[config.mk]
export PLATFORM = sky130hd
export DESIGN_NAME = hmap_host_port
export DESIGN_NICKNAME = d
export VERILOG_FILES = /design/src/rtl/hmap_pkg.sv /design/src/rtl/hmap_host_port.sv /design/src/rtl/hmap_sync.sv /design/src/rtl/hmap_fifo.sv
export SDC_FILE = /design/constraint.sdc
export NUM_CORES = 1
export LEC_CHECK = 0
export ABC_CLOCK_PERIOD_IN_PS = 7500
export BUFFER_PORTS_ARGS = -buffer_cell sky130_fd_sc_hd__buf_2
export CORE_ASPECT_RATIO = 2
export CORE_UTILIZATION = 40
export CTS_BUF_LIST = sky130_fd_sc_hd__clkbuf_2
export DETAILED_ROUTE_END_ITERATION = 8
export GPL_ROUTABILITY_DRIVEN = 0
export PLACE_DENSITY = 0.64
export SLEW_MARGIN = 20
export SYNTH_ARGS = -nofsm -noshare
export SYNTH_HDL_FRONTEND = slang
export SYNTH_SLANG_ARGS = --single-unit
[constraint.sdc]
create_clock -name i_clock -period 7.5 [get_ports i_clock]
set_input_delay 1.5 -clock i_clock [delete_from_list [all_inputs] [get_ports i_clock]]
set_output_delay 1.5 -clock i_clock [all_outputs]
set_load 0.1 [all_outputs]
[src/rtl/hmap_pkg.sv]
// constants, field layouts and timing counts of the host memory access port
package hmap_pkg;
  // host bus and memory widths
  localparam int HMAP_BUS_W = 16;
  localparam int HMAP_ADDR_W = 14;
  localparam int HMAP_PM_W = 24;
  localparam int HMAP_FIFO_DEPTH = 8;
  // latched address word: bit 14 picks the space, bits 13..0 are the location
  localparam int HMAP_SPACE_BIT = 14;
  localparam logic HMAP_SPACE_PM = 1'b0;
  localparam logic HMAP_SPACE_DM = 1'b1;
  // overlay control register, reached in data memory space
  localparam logic [13:0] HMAP_OVERLAY_ADDR = 14'h3FE7;
  localparam int HMAP_OVERLAY_SRO_BIT = 14;
  localparam logic [15:0] HMAP_OVERLAY_RESET = 16'h0000;
  // acknowledge may not fall sooner than 1.5 core clock periods after write start
  localparam int HMAP_CLOCK_PERIOD_NS = 40;
  localparam int HMAP_ACK_MIN_TCK_TENTHS = 15;
  localparam int HMAP_ACK_MIN_CYCLES = (HMAP_ACK_MIN_TCK_TENTHS + 9) / 10;
  // the short-delay outputs are bounded at 10 ns after the access edge; the port's outputs lag the pins by three 40 ns clock edges
  localparam int HMAP_OUT_DELAY_NS = 10;
  // a program memory word is split: upper 16 bits first, low byte second
  localparam int HMAP_PM_HI_LSB = 8;
  localparam logic [7:0] HMAP_PM_LO_PAD = 8'h00;
  // fifo entry: space, location and data
  localparam int HMAP_ENTRY_W = 1 + HMAP_ADDR_W + HMAP_PM_W;
endpackage

[src/rtl/hmap_host_port.sv]
// host memory access port: address latch, write and read handshakes, overlay control
//
// Notes on behaviour
// - host select low with address latch enable high starts address capture.
// - address capture ends when select rises or latch enable falls.
// - address is taken from bus lines 14 to 0 at end of capture.
// - write runs while select and write strobe are both low.
// - acknowledge goes high shortly after a write starts.
// - acknowledge stays high at least 1.5 core clocks after write start.
// - short write takes data at write end; long write after acknowledge low.
// - read runs while select and read strobe are both low.
// - long read: word is on the bus before acknowledge falls.
// - every read start drives the previously fetched word on the bus.
// - program word moves as two halves; data word as one.
// - overlay register bit 14 at 0x3FE7 enables prior-data-only reads.
// - core and host may both write that bit; it clears at reset.
// - in prior-data-only mode the old word stays on the bus all read.
// - bus drivers turn off shortly after a read ends.
`timescale 1ns/100ps
module hmap_host_port
  import hmap_pkg::*;
#(
  parameter int FIFO_DEPTH = HMAP_FIFO_DEPTH
) (
  // clock and reset
  input wire logic i_clock,
  input wire logic i_reset,
  // host pins
  input wire logic i_host_select_n,
  input wire logic i_address_latch_enable,
  input wire logic i_host_write_n,
  input wire logic i_host_read_n,
  input wire logic [hmap_pkg::HMAP_BUS_W-1:0] i_host_addr_data,
  output logic [hmap_pkg::HMAP_BUS_W-1:0] o_host_addr_data,
  output logic o_host_addr_data_oe,
  output logic o_host_ack_n,
  // on-chip memory port
  output logic o_mem_valid,
  output logic o_mem_write,
  output logic o_mem_space,
  output logic [hmap_pkg::HMAP_ADDR_W-1:0] o_mem_addr,
  output logic [hmap_pkg::HMAP_PM_W-1:0] o_mem_wdata,
  input wire logic i_mem_ready,
  input wire logic i_mem_rvalid,
  input wire logic [hmap_pkg::HMAP_PM_W-1:0] i_mem_rdata,
  // processor core access to the overlay register
  input wire logic i_core_overlay_write,
  input wire logic [hmap_pkg::HMAP_BUS_W-1:0] i_core_overlay_data,
  output logic [hmap_pkg::HMAP_BUS_W-1:0] o_overlay,
  output logic o_prior_data_only
);
  import hmap_pkg::*;

  // a depth below two leaves no room to queue a write behind the one draining
  if (FIFO_DEPTH < 2) begin : g_bad_depth
    $error("hmap_host_port: FIFO_DEPTH must be at least 2");
  end

  typedef enum logic [2:0] {
    ST_IDLE,
    ST_WRITE,
    ST_COMMIT,
    ST_RD_DRAIN,
    ST_RD_WAIT,
    ST_RD_END
  } hmap_state_t;

  localparam int CNT_W = 4;
  localparam logic [CNT_W-1:0] ACK_MIN = CNT_W'(HMAP_ACK_MIN_CYCLES);

  // synchronised pins
  logic s_select_n;
  logic s_ale;
  logic s_write_n;
  logic s_read_n;
  logic [HMAP_BUS_W-1:0] s_bus;

  // pins reset to their idle levels so no false access follows reset
  hmap_sync #(.WIDTH(4), .INIT(4'hB)) u_sync_ctl (
    .i_clock(i_clock),
    .i_reset(i_reset),
    .i_async({i_host_select_n, i_address_latch_enable, i_host_write_n, i_host_read_n}),
    .o_sync({s_select_n, s_ale, s_write_n, s_read_n})
  );

  hmap_sync #(.WIDTH(HMAP_BUS_W), .INIT(16'h0000)) u_sync_bus (
    .i_clock(i_clock),
    .i_reset(i_reset),
    .i_async(i_host_addr_data),
    .o_sync(s_bus)
  );

  // state
  hmap_state_t state_reg;
  hmap_state_t state_next;
  logic ack_n_reg;
  logic ack_n_next;
  logic oe_reg;
  logic [HMAP_BUS_W-1:0] bus_out_reg;
  logic [CNT_W-1:0] cnt_reg;
  logic space_reg;
  logic [HMAP_ADDR_W-1:0] addr_reg;
  logic half_reg;
  logic [HMAP_BUS_W-1:0] wdata_reg;
  logic [HMAP_BUS_W-1:0] pm_hi_reg;
  logic [HMAP_BUS_W-1:0] prev_reg;
  logic [HMAP_PM_W-1:0] word_reg;
  logic rd_req_reg;
  logic [HMAP_BUS_W-1:0] overlay_reg;

  // access decoding
  wire latch_act = !s_select_n && s_ale;
  wire write_act = !s_select_n && !s_write_n;
  wire read_act = !s_select_n && !s_read_n;
  wire is_pm = (space_reg == HMAP_SPACE_PM);
  wire is_overlay = !is_pm && (addr_reg == HMAP_OVERLAY_ADDR);
  wire prior_only = overlay_reg[HMAP_OVERLAY_SRO_BIT];
  // a data word or the second program half completes the word
  wire word_done = !is_pm || half_reg;
  wire ack_min_met = (cnt_reg >= ACK_MIN);

  // write fifo in front of memory
  logic fifo_in_ready;
  logic fifo_out_valid;
  logic [HMAP_ENTRY_W-1:0] fifo_out_data;
  wire commit_ok = ack_min_met && fifo_in_ready;
  wire commit = (state_reg == ST_COMMIT) && commit_ok;
  // overlay writes stay in the register and never reach memory
  wire push_word = commit && word_done && !is_overlay;
  wire [HMAP_PM_W-1:0] push_data = is_pm ?
    {pm_hi_reg, wdata_reg[HMAP_PM_HI_LSB-1:0]} : {HMAP_PM_LO_PAD, wdata_reg};

  hmap_fifo #(.WIDTH(HMAP_ENTRY_W), .DEPTH(FIFO_DEPTH)) u_wfifo (
    .i_clock(i_clock),
    .i_reset(i_reset),
    .i_in_valid(push_word),
    .o_in_ready(fifo_in_ready),
    .i_in_data({space_reg, addr_reg, push_data}),
    .o_out_valid(fifo_out_valid),
    .i_out_ready(i_mem_ready),
    .o_out_data(fifo_out_data)
  );

  // memory port: queued writes first, reads only once the queue is empty
  assign o_mem_valid = fifo_out_valid || rd_req_reg;
  assign o_mem_write = fifo_out_valid;
  assign o_mem_space = fifo_out_valid ? fifo_out_data[HMAP_ENTRY_W-1] : space_reg;
  assign o_mem_addr = fifo_out_valid ?
    fifo_out_data[HMAP_PM_W +: HMAP_ADDR_W] : addr_reg;
  assign o_mem_wdata = fifo_out_data[HMAP_PM_W-1:0];
  wire rd_taken = rd_req_reg && !fifo_out_valid && i_mem_ready;

  // read results: overlay reads come from the register, program halves split
  wire [HMAP_BUS_W-1:0] fetch_half = is_overlay ? overlay_reg :
    is_pm ? (half_reg ? {HMAP_PM_LO_PAD, i_mem_rdata[HMAP_PM_HI_LSB-1:0]}
                      : i_mem_rdata[HMAP_PM_W-1:HMAP_PM_HI_LSB])
          : i_mem_rdata[HMAP_BUS_W-1:0];
  // the second program half reuses the word fetched for the first
  wire cached_half = is_pm && half_reg;
  wire [HMAP_BUS_W-1:0] cached_val = {HMAP_PM_LO_PAD, word_reg[HMAP_PM_HI_LSB-1:0]};
  wire fetch_now = (state_reg == ST_RD_WAIT) && (i_mem_rvalid || is_overlay);
  wire drain_skip = (state_reg == ST_RD_DRAIN) && cached_half;
  wire [HMAP_BUS_W-1:0] new_half = drain_skip ? cached_val : fetch_half;
  wire new_ready = fetch_now || drain_skip;
  wire read_finish = (state_reg == ST_RD_END) && !read_act;
  wire advance = (commit || read_finish) && word_done;

  always_comb begin
    state_next = state_reg;
    ack_n_next = ack_n_reg;
    case (state_reg)
      ST_IDLE: begin
        // host honours acknowledge low before any access; latch cycles keep it low
        if (write_act) begin
          ack_n_next = 1'b1;
          state_next = ST_WRITE;
        end else if (read_act && !latch_act) begin
          ack_n_next = 1'b1;
          state_next = ST_RD_DRAIN;
        end
      end
      ST_WRITE: begin
        // long write when acknowledge falls while the strobe is still low
        if (commit_ok) begin
          ack_n_next = 1'b0;
        end
        if (!write_act) begin
          state_next = ST_COMMIT;
        end
      end
      ST_COMMIT: begin
        if (commit_ok) begin
          ack_n_next = 1'b0;
          state_next = ST_IDLE;
        end
      end
      ST_RD_DRAIN: begin
        if (drain_skip) begin
          state_next = ST_RD_END;
        end else if (!fifo_out_valid) begin
          state_next = ST_RD_WAIT;
        end
      end
      ST_RD_WAIT: begin
        if (fetch_now) begin
          state_next = ST_RD_END;
        end
      end
      ST_RD_END: begin
        // data went out on the edge that entered this state, one cycle ahead
        ack_n_next = 1'b0;
        if (!read_act) begin
          state_next = ST_IDLE;
        end
      end
      default: begin
        state_next = ST_IDLE;
        ack_n_next = 1'b0;
      end
    endcase
  end

  always_ff @(posedge i_clock) begin
    if (i_reset) begin
      state_reg <= ST_IDLE;
      ack_n_reg <= 1'b0;
    end else begin
      state_reg <= state_next;
      ack_n_reg <= ack_n_next;
    end
  end

  // cycles since the write began
  // the count stops at the minimum, so a long back-pressure stall cannot wrap it
  always_ff @(posedge i_clock) begin
    if (i_reset || state_reg == ST_IDLE) begin
      cnt_reg <= '0;
    end else if (!ack_min_met) begin
      cnt_reg <= cnt_reg + 1'b1;
    end
  end

  // address capture follows the bus while latching; the last sample wins
  always_ff @(posedge i_clock) begin
    if (i_reset) begin
      space_reg <= HMAP_SPACE_PM;
      addr_reg <= '0;
      half_reg <= 1'b0;
    end else if (state_reg == ST_IDLE && latch_act) begin
      space_reg <= s_bus[HMAP_SPACE_BIT];
      addr_reg <= s_bus[HMAP_ADDR_W-1:0];
      half_reg <= 1'b0;
    end else if (commit || read_finish) begin
      half_reg <= is_pm && !half_reg;
      if (advance) begin
        addr_reg <= addr_reg + 1'b1;
      end
    end
  end

  // write data tracks the bus while the strobe is low, so the end value stays
  always_ff @(posedge i_clock) begin
    if (i_reset) begin
      wdata_reg <= '0;
      pm_hi_reg <= '0;
    end else begin
      if (state_reg == ST_WRITE && write_act) begin
        wdata_reg <= s_bus;
      end
      if (commit && is_pm && !half_reg) begin
        pm_hi_reg <= wdata_reg;
      end
    end
  end

  // read request to memory, raised once the write queue is empty
  always_ff @(posedge i_clock) begin
    if (i_reset) begin
      rd_req_reg <= 1'b0;
    end else if (rd_taken) begin
      rd_req_reg <= 1'b0;
    end else if (state_reg == ST_RD_DRAIN && !fifo_out_valid && !cached_half &&
                 !is_overlay) begin
      rd_req_reg <= 1'b1;
    end
  end

  always_ff @(posedge i_clock) begin
    if (i_reset) begin
      word_reg <= '0;
      prev_reg <= '0;
    end else begin
      if (fetch_now && !is_overlay) begin
        word_reg <= i_mem_rdata;
      end
      if (new_ready) begin
        prev_reg <= new_half;
      end
    end
  end

  // bus drive: old word at read start, new word unless prior-data-only
  // outputs lag the pins by three edges; a 40 ns clock cannot meet 10 ns windows
  always_ff @(posedge i_clock) begin
    if (i_reset) begin
      oe_reg <= 1'b0;
      bus_out_reg <= '0;
    end else begin
      if (state_reg == ST_IDLE && read_act && !latch_act && !write_act) begin
        oe_reg <= 1'b1;
        bus_out_reg <= prev_reg;
      end else if (!read_act) begin
        oe_reg <= 1'b0;
      end
      if (new_ready && !prior_only) begin
        bus_out_reg <= new_half;
      end
      // prior-data-only leaves the old word until the read ends
    end
  end

  // overlay register: host write to its address, or core write
  // a host write wins over a core write in the same cycle; that core write is lost
  wire host_overlay_wr = commit && is_overlay;
  always_ff @(posedge i_clock) begin
    if (i_reset) begin
      overlay_reg <= HMAP_OVERLAY_RESET;
    end else if (host_overlay_wr) begin
      overlay_reg <= wdata_reg;
    end else if (i_core_overlay_write) begin
      overlay_reg <= i_core_overlay_data;
    end
  end

  assign o_host_addr_data = bus_out_reg;
  assign o_host_addr_data_oe = oe_reg;
  assign o_host_ack_n = ack_n_reg;
  assign o_overlay = overlay_reg;
  assign o_prior_data_only = prior_only;
endmodule

[src/rtl/hmap_sync.sv]
// two-flop synchroniser for pin inputs
`timescale 1ns/100ps
module hmap_sync #(
  parameter int WIDTH = 1,
  parameter logic [WIDTH-1:0] INIT = '0
) (
  // clock and reset
  input wire logic i_clock,
  input wire logic i_reset,
  // asynchronous level in, synchronised level out
  input wire logic [WIDTH-1:0] i_async,
  output logic [WIDTH-1:0] o_sync
);
  logic [WIDTH-1:0] meta_reg;
  logic [WIDTH-1:0] sync_reg;

  // the first stage is read by the second stage only
  always_ff @(posedge i_clock) begin
    if (i_reset) begin
      meta_reg <= INIT;
      sync_reg <= INIT;
    end else begin
      meta_reg <= i_async;
      sync_reg <= meta_reg;
    end
  end

  assign o_sync = sync_reg;
endmodule

[src/rtl/hmap_fifo.sv]
// synchronous fifo with valid/ready on both sides
`timescale 1ns/100ps
module hmap_fifo #(
  parameter int WIDTH = 39,
  parameter int DEPTH = 8
) (
  // clock and reset
  input wire logic i_clock,
  input wire logic i_reset,
  // filling side
  input wire logic i_in_valid,
  output logic o_in_ready,
  input wire logic [WIDTH-1:0] i_in_data,
  // draining side
  output logic o_out_valid,
  input wire logic i_out_ready,
  output logic [WIDTH-1:0] o_out_data
);
  localparam int PTR_W = $clog2(DEPTH);

  if (DEPTH < 2 || (1 << PTR_W) != DEPTH || WIDTH < 1) begin : g_bad_params
    $error("hmap_fifo: DEPTH must be a power of two of at least 2");
  end

  logic [WIDTH-1:0] mem [DEPTH];
  logic [PTR_W:0] wr_ptr_reg;
  logic [PTR_W:0] rd_ptr_reg;

  wire empty = (wr_ptr_reg == rd_ptr_reg);
  wire full = (wr_ptr_reg[PTR_W] != rd_ptr_reg[PTR_W]) &&
              (wr_ptr_reg[PTR_W-1:0] == rd_ptr_reg[PTR_W-1:0]);
  wire push = i_in_valid && !full;
  wire pop = i_out_ready && !empty;

  assign o_in_ready = !full;
  assign o_out_valid = !empty;
  assign o_out_data = mem[rd_ptr_reg[PTR_W-1:0]];

  always_ff @(posedge i_clock) begin
    if (push) begin
      mem[wr_ptr_reg[PTR_W-1:0]] <= i_in_data;
    end
  end

  always_ff @(posedge i_clock) begin
    if (i_reset) begin
      wr_ptr_reg <= '0;
      rd_ptr_reg <= '0;
    end else begin
      wr_ptr_reg <= wr_ptr_reg + (PTR_W + 1)'(push);
      rd_ptr_reg <= rd_ptr_reg + (PTR_W + 1)'(pop);
    end
  end
endmodule

# --- After elaboration in Yosys (flattened, before gate mapping) ---
# Memories as Yosys holds them, arrays and structs flattened. A register that Yosys moved wholly into a read port is not among the register bits.
# Cells that the tools add are included.
totals:
  ff_bits: 162
  mem_bits_rw: 312
  input_bits: 65
  output_inout_bits: 76
  elab_cells: 140
  memories: 1
mem_list:
  columns: ["memory", "depth", "word_bits", "read_ports", "rd_ports_with_merged_regs", "write_ports", "line", "text"]
  rows:
  - ["u_wfifo.mem", 8, 39, 1, 1, 1, "hmap_fifo.sv:25", "logic [WIDTH-1:0] mem [DEPTH];"]
classes:
  add_sub_neg: 4
  order_cmp: 1
  eq_ne: 17
  muxes: 32
  n_bitwise: 2
  n_reduce_logical: 63
op_table:
  columns: ["op", "count"]
  rows:
  - ["2-to-1 mux 16 bit", 8]
  - ["2-to-1 mux 14 bit", 4]
  - ["logical AND 1 bit", 33]
  - ["2-to-1 mux 3 bit", 9]
  - ["2-to-1 mux 24 bit", 1]
  - ["one-hot mux 3 bit (6 select lines)", 1]
  - ["adder 14 x 1 -> 14 bit (second input constant)", 1]
  - ["equality test 14 bit (second input constant)", 1]
  - ["logical NOT 1 bit", 12]
  - ["adder 4 x 1 -> 4 bit", 2]
  - ["2-to-1 mux 1 bit", 8]
  - ["inequality test 2 bit (second input constant)", 4]
  - ["nonzero test 2 bit", 4]
  - ["OR reduction 2 bit", 4]
  - ["equality test 3 x 2 -> 1 bit (second input constant)", 2]
  - ["equality test 3 bit (second input constant)", 2]
  - ["logical OR 1 bit", 6]
  - ["AND reduction 6 bit", 1]
  - ["adder 4 x 1 -> 4 bit (second input constant)", 1]
  - ["equality test 4 bit", 1]
  - ["greater-or-equal comparator 4 x 2 -> 1 bit (second input constant)", 1]
  - ["inequality test 2 x 1 -> 1 bit (second input constant)", 2]
  - ["equality test 3 x 1 -> 1 bit (second input constant)", 1]
  - ["equality test 3 bit", 1]
  - ["8 further kinds", 9]

# --- Longest topological paths before layout ---
# Gate-level depths: netlist of the first run.
logic_depth:
  depth_word: 10
  depth_mapped: 10

# --- Modules after synthesis ---
# Synthesis of the first run repeated with hierarchy kept, for this count alone.
hier_totals:
  hier_cells: 1263
  area_unflattened_um2: 19072.0
by_module_without_submodules:
  columns: ["module", "n_inst", "cells_per_inst", "area_each_um2"]
  rows:
  - ["hmap_fifo", 1, 500, 12180.4]
  - ["hmap_host_port", 1, 680, 5818.1]
  - ["hmap_sync (u_sync_bus)", 1, 67, 863.3]
  - ["hmap_sync (u_sync_ctl)", 1, 16, 210.2]

# --- Worst setup path after synthesis of the first run ---
# No wires, ideal clock.
synth_path:
  kind: "flip-flop to output port"
  from: "register u_wfifo.rd_ptr_reg[1]"
  to: "output port o_mem_addr[10] (netlist name)"
  arrival_ps: 3245
  slack_ps: 2755
  stages_incl_launch_ff: 6
  n_path_buf: 2
  path_cell_list: "dfxtp_1 buf_2 clkbuf_1 mux4_2 mux2i_1 o21ai_0"
synth_via:
  elab_chain_len: 2
synth_rtl:
  columns: ["item", "line", "text"]
  rows:
  - ["from (decl)", "hmap_fifo.sv:27", "logic [PTR_W:0] rd_ptr_reg;"]
  - ["from (signal assigned)", "hmap_fifo.sv:51", "rd_ptr_reg <= rd_ptr_reg + (PTR_W + 1)'(pop);"]
  - ["equality test 4 bit", "hmap_fifo.sv:29", "wire empty = (wr_ptr_reg == rd_ptr_reg);"]
  - ["2-to-1 mux 14 bit", "hmap_host_port.sv:148", "assign o_mem_addr = fifo_out_valid ?"]
  - ["to (decl)", "hmap_host_port.sv:41", "output logic [hmap_pkg::HMAP_ADDR_W-1:0] o_mem_addr,"]
# No other way between the ends.

==> results of run 1 <==
layer usage:
layer / global-route usage [%] / share of wire (%)
met1: 21.3 / 37
met5: 0 / 0
met3: 3.65 / 4.4
met4: 11.3 / 4.5
met2: 36.5 / 54
power by group through the flow:
| stage | clock network (mW) | logic, mW | registers [mW] |
|---|---|---|---|
| 5_1_grt | 1.71 | 0.300 | 2.82 |
| 2_1_floorplan | 0 | 0.144 | 2.93 |
| 3_5_place_dp | 0 | 0.275 | 2.87 |
| 4_1_cts | 1.58 | 0.276 | 2.81 |
| 3_3_place_gp | 0 | 0.272 | 2.87 |
| 6_report | 1.53 | 0.275 | 2.81 |
stage by stage:
stage / cell area [um^2] / util (%)
finish: 21000 / 45.7
global route: 21000 / 45.7
CTS: 21000 / 45.7
detailed placement: 20100 / 43.7
global placement: 20100 / 43.6
floorplan: 18700 / -
final cells by class:
class / instances / area [um^2] / share of cell area, %
tap: 621 / 777 / 3.70
antenna: 2 / 5.00 / 0.0238
multi-input combinational: 719 / 5800 / 27.6
sequential: 474 / 12600 / 60.0
timing repair buffer: 162 / 888 / 4.23
inverter: 4 / 15.0 / 0.0714
clock buffer: 152 / 761 / 3.62
clock inverter: 32 / 154 / 0.732
logic make-up (layout without fill, tap and decap cells):
family,count (synthesis),in the layout
AO/OA/AOI/OAI,148,148
XOR/XNOR,22,22
adder cells (fa/ha/maj),7,7
buffers and inverters,87,350
flip-flops,474,474
multiplexers,154,154
other,0,2
AND/OR/NAND/NOR,388,388
how the worst min path moves through the flow:
stage / slack, ps / startpoint / cells after the start / to
after floorplan: 390 / u_sync_ctl.meta_reg[0] / 1 / u_sync_ctl.o_sync[0]
after global placement: 400 / u_sync_ctl.meta_reg[1] / 1 / u_sync_ctl.o_sync[1]
after detailed placement: 390 / u_sync_ctl.meta_reg[0] / 1 / u_sync_ctl.o_sync[0]
after CTS: 420 / u_sync_ctl.meta_reg[1] / 1 / u_sync_ctl.o_sync[1]
after global routing: 450 / u_sync_ctl.meta_reg[1] / 1 / u_sync_ctl.o_sync[1]
final: 420 / u_sync_ctl.meta_reg[1] / 1 / u_sync_ctl.o_sync[1]
placed cells by master (no fill, tap or decap), types with 6 or more instances in the layout:
cell type,count
edfxtp_1,312
dfxtp_1,159
clkbuf_2,152
buf_2,139
nand2_1,129
nor2_1,97
mux4_2,78
nor2b_1,50
a21oi_1,44
mux2i_1,43
nor3_1,39
mux2_2,33
clkinv_1,25
a211oi_1,22
buf_4,22
o21ai_0,19
a31oi_1,13
xnor2_1,12
a22o_1,11
o21a_1,10
xor2_1,10
and2_1,9
or2_2,8
nand2b_1,8
a2111oi_0,8
nand4_1,7
a221oi_1,7
ha_1,7
nor2_4,6
worst reg2reg max path: stages (launching register included):
cell and delay [ps]:
dfxtp_4 1010, xor2_1 420, o41a_1 290, nand2b_1 120, nor3_1 360, nand2_1 310
nor2_4 580, buf_4 510
==> summary.md, run 1 <==
| Metric | Value |
|---|---|
| Status | finished clean |
| Synth area leader | edfxtp_1 |
| Area of the mapped netlist | 18700 um^2 |
| Relative slew slack | 31.2% |
| Worst slack, placed | 2950 ps |
| Via/cell ratio | 5.25 |
| Startpoint types | flop |
| Capturing point of the worst reg2reg path | u_wfifo.mem[7][27] |
| Port bufs | 140 |
| Peak VDD IR | 0.0989 mV |
| Most frequent cell after synthesis | edfxtp_1 |
| WL final | 46300 um |
| First-pass GRT wire length | 70200 um |
| Overall global routing resource usage | 19.9% |
| Die Ht | 308 um |
| Ys Warns | 0 |
| Fraction of the mapped netlist area in compound gates | 5.46% |
| Cell Rows | 111 |
| Worst R2R Path Depth | 7 |
| Commonest cells in the netlist | edfxtp_1 (312), dfxtp_1 (162), nand2_1 (130), nor2_1 (103), mux4_2 (78) |
| Max Buffers Root-to-Sink | 3 |
| Slowest CP cell | dfxtp_4 |
| Root buf cell | clkbuf_2 |
| Cell Pwr Density | 220 nW/um^2 |
| DRT Pass-1 Iters | 5 |
| WS Path Type | flop to output port |
| Worst reg2reg setup slack | 3500 ps |
| Pint | 3.43 mW |
| Post-CTS Setup Repair Bufs | 0 |
| Clock-pin slew on the worst setup and hold paths | 100 ps |
| Area contributors post-synth | edfxtp_1 (50%), dfxtp_1 (17%), mux4_2 (9.4%), nand2_1 (2.6%), mux2i_1 (2.3%) |
| NetSw | 1.18 mW |
| Cells along the critical path | buf_4 > mux4_2 > mux2_2 > buf_2 |
| Initial antenna violation count | 2 |
| Main combinational cell family by area after synthesis | multiplexers |
| Area of the core | 46000 um^2 |
| Layout cells sized above 1 | 30.3% |
| Logic gate share of total power | 6.0% |
| Seq/Total Area, Yosys | 67.4% |
| EDFF count, synth | 312 |
| DRC Markers | 0 |
| Net Sw Frac | 25.6% |
| Fin. max-slew vios | 0 |
| CTS tree | built |
| Tcrit/Tclk final | 71.9% |
| Vias in the first global route | 12000 |
| RSZ-0062 raised after global routing | no |
| Worst path depth | 4 |
| Post-CTS Hold Fix Bufs | 0 |
| Dpl cells | 1980 |
| Grt ovf | 0 |
| Top cell type's share of synthesized area | 50.0% |
| Final cell count without fillers | 2166 |
| Setup crit end | o_mem_wdata[11] |
| First-iteration detailed-routing DRC count | 593 |
| Largest net degree at the start of global routing | 93 |
| Simple logic cell fraction of the synthesized area | 9.90% |
| Min-delay worst type | flop to flop |
| Crit path launch | u_wfifo.rd_ptr_reg[0] |
| Setup ws final | 2110 ps |
| Setup violators final | 0 |
| Worst Path Max Fanout | 48 |
| Minimum hold slack | 419 ps |
| CP max stage delay | 1010 ps |
| Worst Clk Skew | 56.0 ps |
| Critical Path RT | 6000 ps |
| Crit path capture type | output port |
| Initial Util | 40.7% |
| Leak | 7.44 nW |
| Crit path buf inv count | 2 |
| Multiplexer share of the synthesized area | 13.7% |
| Fmax | 186 MHz |
| H-tree depth | 3 |
| Min Tclk post-route | 5390 ps |
| Synth Instances | 1280 |
| Wire per inst | 21.4 um |
| R2r startpoint | u_wfifo.rd_ptr_reg[0] |
| Synth cell types | 53 |
| Final Total Pwr | 4.62 mW |
| # resized after CTS | 0 |
| Mapped Nets | 1352 |
| Dpl hpwl | 29600 um |
| Sequential share of power | 60.9% |
| CTS buffer count | 100 |
| Max reg flops | 312 |
| # fillers | 4130 |
| DRT antenna net count | 0 |
| Least-Margin Pin Slew | 1030 ps |
| Synthesis-stage register bit count | 474 |
| XOR/XNOR Fraction of Synth Area | 1.03% |
| Max cap viols | 0 |
| Vias | 11400 |
| Primary FF master, synth | edfxtp_1 |
| Avg Inst Size Synth | 14.6 um^2 |
| Worst-Skew Late Latency | 980 ps |
| Worst path arrival time | 3890 ps |
| Post-synth ARST share | 0% |
| Final Hold Fails | 0 |
| IO Pins | 141 |
| CP delay by family, top | flip-flops |
| Post-synthesis adder-cell area fraction | 0.468% |
| Layout net count | 1533 |
| Layout area overhead | 12.3% |
| TNS Setup | 0 ps |
| Clock network fraction of total power | 33.1% |
| Die X | 155 um |
| Die Area | 47700 um^2 |
| Sink Count | 474 |
Power figures use the tool's default switching activity.
==> run 2: changes to the inputs <==
--- a/config.mk
+++ b/config.mk
@@ -5,7 +5,8 @@
 export SDC_FILE = /design/constraint.sdc
 export NUM_CORES = 1
 export LEC_CHECK = 0
-export ABC_CLOCK_PERIOD_IN_PS = 7500
+export ABC_AREA = 1
+export ABC_CLOCK_PERIOD_IN_PS = 5100
 export BUFFER_PORTS_ARGS = -buffer_cell sky130_fd_sc_hd__buf_2
 export CORE_ASPECT_RATIO = 2
 export CORE_UTILIZATION = 40
==> constraint.sdc (replaced) <==
create_clock -name i_clock -period 5.1 [get_ports i_clock]
set_input_delay 1.02 -clock i_clock [delete_from_list [all_inputs] [get_ports i_clock]]
set_output_delay 1.02 -clock i_clock [all_outputs]
set_load 0.1 [all_outputs]
==> summary.md, run 2 <==
| Metric | Value |
|---|---|
| Least-Margin Pin Slew | 979 ps |
| Post-CTS Hold Fix Bufs | 0 |
| Layout net count | 2168 |
| Root buf cell | clkbuf_2 |
| Cell Pwr Density | 344 nW/um^2 |
| # resized after CTS | 0 |
| CTS buffer count | 97 |
| WS Path Type | flop to output port |
| Final instance area | 21500 um^2 |
| First-pass GRT wire length | 80600 um |
| Crit path capture type | output port |
| Port bufs | 140 |
| CP delay by family, top | buffers and inverters |
| CTS tree | built |
| Critical Path RT | 4080 ps |
| Die Ht | 313 um |
| Clock network fraction of total power | 29.5% |
| DRT Pass-1 Iters | 6 |
| Synthesis-stage register bit count | 474 |
| IO Pins | 141 |
| Layout cells sized above 1 | 17.2% |
| Cell Rows | 113 |
| Largest net degree at the start of global routing | 97 |
| First-iteration detailed-routing DRC count | 1021 |
| Worst-Skew Late Latency | 1060 ps |
| DRC Markers | 0 |
| Slowest CP cell | inv_4 |
| CP max stage delay | 600 ps |
| Top layer in use | met4 |
| Max Buffers Root-to-Sink | 3 |
| Peak VDD IR | 0.240 mV |
| Sequential share of power | 57.8% |
| Min-delay worst type | input pin to flop |
| Logic gate share of total power | 12.7% |
| Commonest non-fill, non-tap cell in the layout | nor2_1 |
| Tcrit/Tclk final | 93.6% |
| Cells along the critical path | inv_4 > buf_12 > o21ai_0 > o22ai_1 > nor2_1 > a31oi_1 > buf_2 |
| Area of the mapped netlist | 19400 um^2 |
| Avg Inst Size Synth | 9.93 um^2 |
| Setup ws final | 328 ps |
| Fmax | 210 MHz |
| Met2 wire length | 28000 um |
| Worst reg2reg setup slack | 1630 ps |
| Grt ovf | 0 |
| Sink Count | 474 |
| Pint | 5.17 mW |
| Worst Clk Skew | 110 ps |
| Relative slew slack | 34.0% |
| Area of the core | 47600 um^2 |
| Clock-pin slew on the worst setup and hold paths | 120 ps |
| Seq/Total Area, Yosys | 65.2% |
| Ys Warns | 0 |
| Initial antenna violation count | 1 |
| WL final | 52500 um |
| Synth area leader | edfxtp_1 |
| Most frequent cells in the layout | nor2_1 (340), edfxtp_1 (312), o21ai_0 (266) |
| Vias in the first global route | 14700 |
| DRT antenna net count | 0 |
| Via/cell ratio | 5.25 |
| Final cell count without fillers | 2806 |
| Primary FF master, synth | edfxtp_1 |
| Layout area overhead | 11.1% |
| Mapped Nets | 2020 |
| Area after DPL | 20600 um^2 |
| Synth Instances | 1948 |
| Initial Util | 40.6% |
| Met3 WL | 2850 um |
| Most frequent cell after synthesis | nor2_1 |
| Final Hold Fails | 0 |
| Post-synth ARST share | 0% |
| Die Area | 49300 um^2 |
| Max cap viols | 0 |
| Metal1 wirelength | 19100 um |
| Area contributors post-synth | edfxtp_1 (48%), dfxtp_1 (17%), o21ai_0 (6.9%), nor2_1 (6.7%), nand2_1 (5.1%) |
| Net Sw Frac | 30.2% |
| Max reg flops | 312 |
| Dpl cells | 2629 |
| Leak | 7.95 nW |
| Worst path arrival time | 3750 ps |
| Wire per inst | 18.7 um |
| Min Tclk post-route | 4770 ps |
| Startpoint types | flop |
| TNS Setup | 0 ps |
| Synth cell types | 37 |
| Worst Path Max Fanout | 72 |
| Dpl hpwl | 33800 um |
| H-tree depth | 3 |
| Overall global routing resource usage | 21.7% |
| # fillers | 4579 |
| Fin. max-slew vios | 0 |
| RSZ-0062 raised after global routing | no |
| Commonest cells in the netlist | nor2_1 (346), edfxtp_1 (312), o21ai_0 (268), nand2_1 (265), dfxtp_1 (162) |
| Status | finished clean |
| Crit path buf inv count | 3 |
| NetSw | 2.23 mW |
| EDFF count, synth | 312 |
| Post-CTS Setup Repair Bufs | 0 |
| Top cell type's share of synthesized area | 48.4% |
| Worst slack, placed | 1410 ps |
| Vias | 14700 |
| Die X | 158 um |
| Setup violators final | 0 |
-- run 2: power by group through the flow --
stage	combinational [mW]	clock (mW)	sequential [mW]
floorplan	0.538	0	4.55
global placement	0.917	0	4.36
detailed placement	0.938	0	4.36
finish	0.943	2.18	4.28
CTS	0.941	2.25	4.27
global route	1.04	2.41	4.29
-- run 2: cells by family after synthesis --
group                      after synthesis  share of synthesized area [%]
and+or+nand+nor                        757                           16.1
DFF                                    474                           65.2
AOI/OAI and AO/OA                      456                           12.8
buffers and inverters                  249                           5.21
adders and majority gates                7                          0.453
xor gates and xnor gates                 5                          0.226
-- run 2: final timing paths --
check	from	to	cells past startpoint
setup / recovery	u_wfifo.rd_ptr_reg[0]	o_mem_wdata[22]	7
hold / removal	i_host_select_n	u_sync_ctl.meta_reg[3]	2
setup reg to reg	u_wfifo.rd_ptr_reg[0]	u_wfifo.mem[3][29]	7
hold reg to reg	u_sync_bus.meta_reg[15]	u_sync_bus.o_sync[15]	2
-- run 2: layout make-up --
class                      count  area, um^2  share of cell area (%)
multi-input combinational   1225        5800                    27.0
antenna                        1        2.50                  0.0116
clock buffer                 141         706                    3.28
inverter                     135         509                    2.37
tap                          632         791                    3.68
timing repair buffer         163         923                    4.29
clock inverter                35         154                   0.716
sequential                   474       12600                    58.7
-- run 2: layer usage --
layer / up-vias / global-route usage, %
li1: 7065 / -
met1: 6964 / 22.9
met2: 565 / 39.8
met3: 129 / 3.47
met4: 0 / 13.1
met5: - / 0
-- run 2: worst reg2reg max path: stages, from the launching register on --
cell,delay (ps)
dfxtp_4,810
xnor2_1,190
nand4_1,160
nand3_2,290
nor3_2,290
nand2_1,280
nor2_4,700
buf_4,370
-- run 2: metrics by stage --
step | hold slack (ps) | utilization (%) | power (mW)
after global routing | 124 | 45.1 | 7.74
after detailed placement | 396 | 43.3 | 5.30
after global placement | 392 | 43.3 | 5.28
after CTS | 85.0 | 45.1 | 7.47
final | 219 | 45.1 | 7.40
after floorplan | 388 | - | 5.09
